$ cat src/logic/isp_pkg.sv
`default_nettype none
package isp_pkg;
  // register offsets (not multiples of four: index, byte address = 4 * index)
  localparam logic [7:0] ISP_IDX_CONTROL = 8'h57;
  localparam logic [7:0] ISP_IDX_STATUS = 8'h58;
  localparam logic [7:0] ISP_IDX_OWN_ID = 8'h59;
  localparam logic [7:0] ISP_IDX_DATA = 8'h5A;
  localparam int ISP_ADDR_LSB = 2;
  // serial_control fields
  localparam int ISP_CTL_WRITE_COLLISION_FLAG = 7;
  localparam int ISP_CTL_OVF = 6;
  localparam int ISP_CTL_EN = 5;
  localparam int ISP_CTL_CKREL = 4;
  // serial_status fields
  localparam int ISP_STA_DA = 5;
  localparam int ISP_STA_STOP = 4;
  localparam int ISP_STA_START = 3;
  localparam int ISP_STA_RW = 2;
  localparam int ISP_STA_BF = 0;
  // reset values
  localparam logic [7:0] ISP_RST_OWN_ID = 8'h00;
  localparam logic [7:0] ISP_RST_DATA = 8'h00;
  localparam logic ISP_RST_CKREL = 1'b1;
  // byte framing
  localparam logic [3:0] ISP_BITS_PER_BYTE = 4'h8;
  // bus state machine, one-hot
  typedef enum logic [4:0] {
    ISP_IDLE = 5'h01,
    ISP_ADDR = 5'h02,
    ISP_ACK = 5'h04,
    ISP_RX = 5'h08,
    ISP_TX = 5'h10
  } isp_state_e;
endpackage
`default_nettype wire

$ cat src/logic/isp_i2c_slave_port.sv
// Contract
// RULE_01: slave only; never drives its own clock
// RULE_02: master drives clock, id and commands
// RULE_03: compare id after start, then direction
// RULE_04: acknowledge on matching id
// RULE_05: detector watches for start and stop
// RULE_06: shift bits, copy whole byte to buffer
// RULE_07: one buffer for both directions
// RULE_08: write collision flag, software clear only
// RULE_09: receive overflow flag, software clear only
// RULE_10: enable bit switches the port on
// RULE_11: clock release bit, low holds scl
// RULE_12: data or address flag of last byte
// RULE_13: stop flag, cleared while disabled
// RULE_14: start flag, cleared while disabled
// RULE_15: direction flag one on read; the code sets it to one on a master write and then receives
// RULE_16: buffer full flag while byte waits
// RULE_17: own id register, resets to zero
// RULE_18: auto acknowledge and raise transfer flag
// RULE_19: overrun sets overflow, no transfer flag
// RULE_20: upper seven id bits match address
//
// The implementer's own choice: the APB interface to the registers.
`default_nettype none
module isp_i2c_slave_port
  import isp_pkg::*;
(
  // apb slave
  input wire logic pclk,
  input wire logic presetn,
  input wire logic psel,
  input wire logic penable,
  input wire logic pwrite,
  input wire logic [11:0] paddr,
  input wire logic [31:0] pwdata,
  output logic [31:0] prdata,
  output logic pready,
  output logic pslverr,
  // two-wire pins, enable low while driving low
  input wire logic scl_in,
  output logic scl_out,
  output logic scl_oe_n,
  input wire logic sda_in,
  output logic sda_out,
  output logic sda_oe_n,
  // cpu event flag, one per received byte acknowledged while the buffer is free
  output logic transfer_irq_flag
);
  import isp_pkg::*;

  // ----------------------------------------------------------------
  // pin synchronisers
  // ----------------------------------------------------------------
  logic [2:0] scl_sync_q; // stage 0 read only by stage 1
  logic [2:0] sda_sync_q;
  logic scl_q; // filtered levels
  logic sda_q;

  // three stages; a level counts once stages 1 and 2 agree
  always_ff @(posedge pclk or negedge presetn) begin
    if (!presetn) begin
      scl_sync_q <= 3'h7;
      sda_sync_q <= 3'h7;
    end else begin
      scl_sync_q <= {scl_sync_q[1:0], scl_in};
      sda_sync_q <= {sda_sync_q[1:0], sda_in};
    end
  end

  // accept a new level only when the last two stages agree
  always_ff @(posedge pclk or negedge presetn) begin
    if (!presetn) begin
      scl_q <= 1'b1;
      sda_q <= 1'b1;
    end else begin
      if (scl_sync_q[1] == scl_sync_q[2]) begin
        scl_q <= scl_sync_q[2];
      end
      if (sda_sync_q[1] == sda_sync_q[2]) begin
        sda_q <= sda_sync_q[2];
      end
    end
  end

  // ----------------------------------------------------------------
  // edge and condition detect
  // ----------------------------------------------------------------
  logic scl_prev_q;
  logic sda_prev_q;
  logic scl_rise;
  logic scl_fall;
  logic start_det;
  logic stop_det;

  // previous filtered levels
  always_ff @(posedge pclk or negedge presetn) begin
    if (!presetn) begin
      scl_prev_q <= 1'b1;
      sda_prev_q <= 1'b1;
    end else begin
      scl_prev_q <= scl_q;
      sda_prev_q <= sda_q;
    end
  end

  assign scl_rise = scl_q && !scl_prev_q;
  assign scl_fall = !scl_q && scl_prev_q;
  // sda moving while scl high marks start or stop
  assign start_det = scl_q && scl_prev_q && sda_prev_q && !sda_q; // see RULE_05
  assign stop_det = scl_q && scl_prev_q && !sda_prev_q && sda_q; // see RULE_05

  // ----------------------------------------------------------------
  // registers
  // ----------------------------------------------------------------
  logic write_collision_flag_q; // write collision
  logic ovf_q; // receive overflow
  logic en_q; // module enable
  logic ckrel_q; // clock release
  logic da_q; // last byte was data
  logic stop_q;
  logic start_q;
  logic rw_q; // master write
  logic bf_q; // buffer full
  logic [7:0] own_id_q;
  logic [7:0] data_q;

  // apb decode
  logic [9:0] reg_idx;
  logic wr_en;
  logic rd_en;
  logic hit;
  logic wr_data;
  logic rd_data;
  assign reg_idx = paddr[11:ISP_ADDR_LSB];
  assign hit = (reg_idx == {2'h0, ISP_IDX_CONTROL}) || (reg_idx == {2'h0, ISP_IDX_STATUS})
    || (reg_idx == {2'h0, ISP_IDX_OWN_ID}) || (reg_idx == {2'h0, ISP_IDX_DATA});
  assign wr_en = psel && penable && pwrite && hit;
  assign rd_en = psel && penable && !pwrite && hit;
  assign wr_data = wr_en && (reg_idx == {2'h0, ISP_IDX_DATA});
  assign rd_data = rd_en && (reg_idx == {2'h0, ISP_IDX_DATA});

  // shifter state
  isp_state_e state_q;
  logic [7:0] shift_q; // bit shift register
  logic [3:0] bit_cnt_q;
  logic sda_low_q; // drive sda low
  logic ack_last_q; // ack slot was for the address byte
  logic byte_done; // eighth bit sampled in a receive state
  logic [7:0] byte_val;
  logic id_match;

  assign byte_val = {shift_q[6:0], sda_q};
  assign byte_done = scl_rise && (bit_cnt_q == ISP_BITS_PER_BYTE - 4'h1)
    && (state_q == ISP_ADDR || state_q == ISP_RX);
  assign id_match = (byte_val[7:1] == own_id_q[7:1]); // see RULE_03, RULE_20

  // apb answers in the access cycle, zero wait
  always_ff @(posedge pclk or negedge presetn) begin
    if (!presetn) begin
      pready <= 1'b0;
      pslverr <= 1'b0;
      prdata <= 32'h0;
    end else begin
      pready <= psel && !penable;
      pslverr <= psel && !penable && !((paddr[11:ISP_ADDR_LSB] == {2'h0, ISP_IDX_CONTROL})
        || (paddr[11:ISP_ADDR_LSB] == {2'h0, ISP_IDX_STATUS})
        || (paddr[11:ISP_ADDR_LSB] == {2'h0, ISP_IDX_OWN_ID})
        || (paddr[11:ISP_ADDR_LSB] == {2'h0, ISP_IDX_DATA}));
      prdata <= 32'h0;
      if (psel && !penable && !pwrite) begin
        case (paddr[11:ISP_ADDR_LSB])
          {2'h0, ISP_IDX_CONTROL}: prdata[7:4] <= {write_collision_flag_q, ovf_q, en_q, ckrel_q};
          {2'h0, ISP_IDX_STATUS}: prdata[7:0] <= {2'h0, da_q, stop_q, start_q, rw_q, 1'b0, bf_q};
          {2'h0, ISP_IDX_OWN_ID}: prdata[7:0] <= own_id_q;
          {2'h0, ISP_IDX_DATA}: prdata[7:0] <= data_q;
          default: prdata <= 32'h0;
        endcase
      end
    end
  end

  // control bits: enable and clock release written directly
  always_ff @(posedge pclk or negedge presetn) begin
    if (!presetn) begin
      en_q <= 1'b0;
      ckrel_q <= ISP_RST_CKREL; // see RULE_11
    end else if (wr_en && reg_idx == {2'h0, ISP_IDX_CONTROL}) begin
      en_q <= pwdata[ISP_CTL_EN]; // see RULE_10
      ckrel_q <= pwdata[ISP_CTL_CKREL]; // see RULE_11
    end
  end

  // sticky error flags; a hardware set wins over a software clear
  always_ff @(posedge pclk or negedge presetn) begin
    if (!presetn) begin
      write_collision_flag_q <= 1'b0;
      ovf_q <= 1'b0;
    end else begin
      if (wr_en && reg_idx == {2'h0, ISP_IDX_CONTROL}) begin
        write_collision_flag_q <= pwdata[ISP_CTL_WRITE_COLLISION_FLAG] && write_collision_flag_q;
        ovf_q <= pwdata[ISP_CTL_OVF] && ovf_q;
      end
      // buffer written while a byte is still going out
      if (wr_data && state_q == ISP_TX) begin
        write_collision_flag_q <= 1'b1; // see RULE_08
      end
      // byte lands while the previous one is unread
      if (byte_done && bf_q && !rd_data) begin
        ovf_q <= 1'b1; // see RULE_09, RULE_19
      end
    end
  end

  // own id register
  always_ff @(posedge pclk or negedge presetn) begin
    if (!presetn) begin
      own_id_q <= ISP_RST_OWN_ID; // see RULE_17
    end else if (wr_en && reg_idx == {2'h0, ISP_IDX_OWN_ID}) begin
      own_id_q <= pwdata[7:0]; // see RULE_17
    end
  end

  // shared buffer and full flag; overrun keeps the old byte
  always_ff @(posedge pclk or negedge presetn) begin
    if (!presetn) begin
      data_q <= ISP_RST_DATA;
      bf_q <= 1'b0;
    end else begin
      if (wr_data) begin
        data_q <= pwdata[7:0]; // see RULE_07
      end else if (rd_data) begin
        bf_q <= 1'b0; // see RULE_16
      end
      if (byte_done && (!bf_q || rd_data) && (state_q == ISP_RX || id_match)) begin
        data_q <= byte_val; // see RULE_06, RULE_07
        bf_q <= 1'b1; // see RULE_16
      end
    end
  end

  // status flags: start, stop, direction, data or address
  always_ff @(posedge pclk or negedge presetn) begin
    if (!presetn) begin
      start_q <= 1'b0;
      stop_q <= 1'b0;
      rw_q <= 1'b0;
      da_q <= 1'b0;
    end else if (!en_q) begin
      start_q <= 1'b0; // see RULE_14
      stop_q <= 1'b0; // see RULE_13
    end else begin
      if (start_det) begin
        start_q <= 1'b1; // see RULE_14
        stop_q <= 1'b0;
      end
      if (stop_det) begin
        stop_q <= 1'b1; // see RULE_13
        start_q <= 1'b0;
      end
      if (byte_done && state_q == ISP_ADDR && id_match) begin
        rw_q <= byte_val[0]; // see RULE_15
        da_q <= 1'b0; // see RULE_12
      end else if (byte_done && state_q == ISP_RX) begin
        da_q <= 1'b1; // see RULE_12
      end
    end
  end

  // ----------------------------------------------------------------
  // serial state machine
  // ----------------------------------------------------------------
  // advances on scl edges and on start or stop, never makes its own clock
  always_ff @(posedge pclk or negedge presetn) begin
    if (!presetn) begin
      state_q <= ISP_IDLE;
      shift_q <= 8'h00;
      bit_cnt_q <= 4'h0;
      sda_low_q <= 1'b0;
      ack_last_q <= 1'b0;
      transfer_irq_flag <= 1'b0;
    end else begin
      transfer_irq_flag <= 1'b0;
      if (!en_q || stop_det) begin
        state_q <= ISP_IDLE;
        sda_low_q <= 1'b0;
      end else if (start_det) begin
        state_q <= ISP_ADDR; // see RULE_01, RULE_02
        bit_cnt_q <= 4'h0;
        sda_low_q <= 1'b0;
      end else begin
        case (state_q)
          ISP_IDLE: begin
            sda_low_q <= 1'b0;
          end
          ISP_ADDR, ISP_RX: begin
            if (scl_rise) begin
              shift_q <= byte_val; // see RULE_06
              bit_cnt_q <= bit_cnt_q + 4'h1;
            end
            if (byte_done) begin
              if (state_q == ISP_RX && bf_q && !rd_data) begin
                // overrun: no acknowledge, wait for the next start or stop
                state_q <= ISP_IDLE; // see RULE_19
              end else if (state_q == ISP_RX || id_match) begin
                // ack is a driven low; no ack on a data-byte overrun, an address byte still gets one
                ack_last_q <= (state_q == ISP_ADDR);
                state_q <= ISP_ACK; // see RULE_03, RULE_04
                transfer_irq_flag <= (!bf_q || rd_data); // see RULE_18, RULE_19
              end else begin
                state_q <= ISP_IDLE; // see RULE_03
              end
            end
          end
          ISP_ACK: begin
            if (scl_fall && !sda_low_q) begin
              sda_low_q <= 1'b1; // see RULE_04, RULE_18
            end else if (scl_fall && sda_low_q) begin
              sda_low_q <= 1'b0;
              bit_cnt_q <= 4'h0;
              // after a data byte keep receiving; after the address follow direction
              if (rw_q || !ack_last_q) begin
                state_q <= ISP_RX; // see RULE_15
              end else begin
                state_q <= ISP_TX;
                shift_q <= data_q; // see RULE_07
                sda_low_q <= !data_q[7];
              end
            end
          end
          ISP_TX: begin
            if (scl_fall) begin
              if (bit_cnt_q == ISP_BITS_PER_BYTE - 4'h1) begin
                state_q <= ISP_IDLE; // release for master ack
                sda_low_q <= 1'b0;
              end else begin
                shift_q <= {shift_q[6:0], 1'b0};
                sda_low_q <= !shift_q[6];
                bit_cnt_q <= bit_cnt_q + 4'h1;
              end
            end
          end
          default: state_q <= ISP_IDLE;
        endcase
      end
    end
  end

  // ----------------------------------------------------------------
  // pin drivers
  // ----------------------------------------------------------------
  // open drain: enable low drives a zero
  always_ff @(posedge pclk or negedge presetn) begin
    if (!presetn) begin
      scl_out <= 1'b0;
      scl_oe_n <= 1'b1;
      sda_out <= 1'b0;
      sda_oe_n <= 1'b1;
    end else begin
      scl_out <= 1'b0;
      sda_out <= 1'b0;
      scl_oe_n <= !(en_q && !ckrel_q); // see RULE_11
      sda_oe_n <= !(en_q && sda_low_q); // see RULE_04
    end
  end
endmodule
`default_nettype wire

$ cat config.mk
export PLATFORM = sky130hd
export DESIGN_NAME = isp_i2c_slave_port
export DESIGN_NICKNAME = d
export VERILOG_FILES = /design/src/logic/isp_pkg.sv /design/src/logic/isp_i2c_slave_port.sv
export SDC_FILE = /design/constraint.sdc
export NUM_CORES = 1
export LEC_CHECK = 0
export BUFFER_PORTS_ARGS = -buffer_cell sky130_fd_sc_hd__clkbuf_2
export CORE_UTILIZATION = 25
export DETAILED_ROUTE_END_ITERATION = 16
export PLACE_DENSITY = 0.45
export SLEW_MARGIN = 10
export SYNTH_ARGS = -nofsm -noshare
export SYNTH_HDL_FRONTEND = slang
export SYNTH_SLANG_ARGS = --single-unit
$ cat constraint.sdc
create_clock -name pclk -period 2.6 [get_ports pclk]
set_clock_uncertainty 0.2 [all_clocks]
set_input_delay 0.39 -clock pclk [delete_from_list [all_inputs] [get_ports pclk]]
set_output_delay 0.39 -clock pclk [all_outputs]
set_load 0.02 [all_outputs]
==> results.toml <==
[sta]
layout_setup_ws_ns = 0.218
tightest_slew_ns = 0.630
setup_tns_ns = 0
fin_crit_sh = 0.916
setup_violations = 0
final_hold_viol_count = 0
post-route-min-period_ns = 2.38
final_max_slew_viol_count = 0
rsz0062_at_grt = "no"
max_freq_mhz = 420
slew_headroom = 0.569

[clock_tree]
htreeDepth = 3
cts_setup_buffers = 0
cts_buffers = 9
cts.clk_slew.worst_paths_ns = 0.05
cts_tree = "yes"
clkLatencyLatePin_ns = 0.33
cts_buffer_depth = 2
clock_sinks = 66
cts_root_buffer = "clkbuf_16"

[critical_path]
r2r-start = "bit_cnt_q[0]"
r2r_setup_slack_ns = 0.22
r2r_end = "shift_q[2]"
crit_fanout = 7
crit_chain = "ha_1, and3b_1, o211a_1, a2111oi_2, nand2_1, buf_4, mux2_2"
critical_path_class = "reg -> reg"
slowest_delay_ns = 0.39
crit_slowest_cell = "dfrtp_1"
cp.arrival_ns = 2.40
reg2reg_depth = 7
cp_data_required_time_ns = 2.62
worstSetupStartpointType = "flop"
critPathCaptureType = "flop"

[placement]
preCtsSetupSlack_ns = -0.0266
place_congestion = 0.816
port_buffers = 37
hpwl_um = 6180
postPlaceCellArea_um2 = 3930

[finish]
fillers = 1424
antenna_cells = 0
nNetsFinal = 436
syn2layout_area_growth_pct = 23.6
layout_commonest_cell = "dfrtp_1"
stdcell_area_um2 = 4310
layout_common_cells = "dfrtp_1 (52), clkbuf_2 (36), nand2_1 (34)"
drive_above_1_share = 0.337

[pwr]
total_power_mw = 2.64
power_switching_uw = 557
ir_drop_mv = 0.394
clockPowerShare = 0.543
power.density_nw_per_um2 = 612
power.internal_mw = 2.08
p_sw_frac = 0.211
comb_power_share = 0.054
leakagePower_nw = 2.05
power_frac_seq = 0.402

[detailed_routing]
routed_via_density = 4.44
wl_um = 8230
wl_per_cell_um = 14.6
drtPass1Iterations = 4
drc = 0
drt_iter0_drc = 130
ant_nets = 0
vias = 2507

[global_routing]
grt_antenna_before_repair = 0
overflow = 0
grt_pass1_wl_um = 13600
grt_pass1_vias = 2472
grtUsageTotal = 0.124
grt_max_degree = 28

[yosys]
synth_edf_count = 0
ys_seq_elements = 66
ys_types = 57
synth_top_area_frac = 0.373
async_flop_share = 1.00
ys_top_cells_by_area = "dfrtp_1 (37%), dfstp_2 (11%), mux2_2 (9.0%)"
seq_area_frac_synth = 0.478
yosysWarnings = 0
ys.flop_type = "dfrtp_1"
syn_area_um2 = 3490
yosysTopAreaCell = "dfrtp_1"
synthCells = 321
syn_avg_cell_area_um2 = 10.9

[hold_path]
min_to = "own_id_q[2]"
hp-class = "in -> reg"
worstHoldPathCells = 2
min-delay-start = "pwdata[2]"

[floorplan]
core_um2 = 13500
die_height_um = 120
dieArea_um2 = 14400
dieWidth_um = 120
start_util = 0.259
num_rows = 42
pin_count = 90

[run]
drv_cap = 0

[outcome]
outcome = "finished clean"
## power groups by stage
stage / Clock, mW / Sequential [mW] / Combinational [mW]
2_1_floorplan: 0 / 1.08 / 0.103
3_3_place_gp: 0 / 1.08 / 0.141
3_5_place_dp: 0 / 1.08 / 0.143
4_1_cts: 1.46 / 1.06 / 0.147
5_1_grt: 1.51 / 1.06 / 0.160
6_report: 1.43 / 1.06 / 0.143
## metrics by stage
stage	std cells	hold WS [ns]	util
after floorplan	346	-0.106	-
after global placement	546	0.145	0.292
after detailed placement	546	0.147	0.292
after CTS	565	0.101	0.321
after global routing	565	0.110	0.321
final	565	0.110	0.321
## layer usage
| metal | global-route usage | routed length (µm) | vias to the layer above |
|---|---|---|---|
| met2 | 0.198 | 3830 | 62 |
| met5 | 0 | 0 | - |
| li1 | - | - | 1215 |
| met4 | 0.0398 | 77 | 0 |
| met3 | 0.0399 | 363 | 8 |
| met1 | 0.159 | 3960 | 1222 |
## synthesized netlist by cell type, drive strengths merged, types with 2 or more instances
cell type and instances:
nor4 2, nand2 35, nor3 5, o21bai 3
and2 4, maj3 2, a2111oi 3, xnor2 8
nand4 2, a21oi 8, a32o 4, a22oi 3
a21boi 2, mux2 36, o31ai 2, and3 5
nor2 24, o211a 2, inv 4, a221oi 2
clkbuf 5, dfrtp 52, nand2b 8, nor2b 10
nand3 5, mux2i 5, nand3b 5, a22o 2
buf 29, dfstp 14, o21ai 13
## registers in the layout, summed over array words and instances (netlist names), 3 cells and up
signal,cells
data_q,8
own_id_q,8
prdata,8
shift_q,7
state_q,5
bit_cnt_q,4
scl_sync_q,3
sda_sync_q,3
## worst max-delay path: cells and delay by family (launching register included)
family	cells	cell delay, ns
AOI/OAI and AO/OA	2	0.61
and+or+nand+nor	2	0.35
muxes	1	0.28
adders and majority gates	1	0.25
DFF	1	0.39
buffers and inverters	1	0.19
## kinds of logic (layout without fill, tap and decap cells)
| family | count (synthesis) | count (layout) | synth area share |
|---|---|---|---|
| buffers and inverters | 38 | 81 | 0.0735 |
| AOI/OAI and AO/OA | 52 | 52 | 0.112 |
| other | 1 | 26 | 0.00107 |
| and+or+nand+nor | 111 | 111 | 0.164 |
| DFF | 66 | 66 | 0.478 |
| adders and majority gates | 3 | 3 | 0.00932 |
| xor gates and xnor gates | 9 | 9 | 0.0226 |
| muxes | 41 | 41 | 0.139 |
## worst max path at each step
stage,start,end,slack (ns)
4_1_cts,scl_q,shift_q[6],0.20
5_1_grt,scl_q,shift_q[0],0.08
2_1_floorplan,paddr[9],data_q[0],0.15
3_5_place_dp,paddr[9],data_q[0],-0.03
6_report,bit_cnt_q[0],shift_q[2],0.22
3_3_place_gp,paddr[9],data_q[0],-0.009
## timing repair
action	4_1_cts	5_1_grt
hold buffers	3	0
endpoints found under the hold margin	15	0
resized for setup	0	0
## layout make-up
class	count	area [µm²]	area share
multi-input combinational	242	1660	0.385
clock buffer	11	253	0.0586
clock inverter	5	100	0.0232
timing repair buffer	61	398	0.0922
tap	176	220	0.0510
inverter	4	15.0	0.00348
sequential	66	1670	0.387
(Power assumes the default switching activity.)
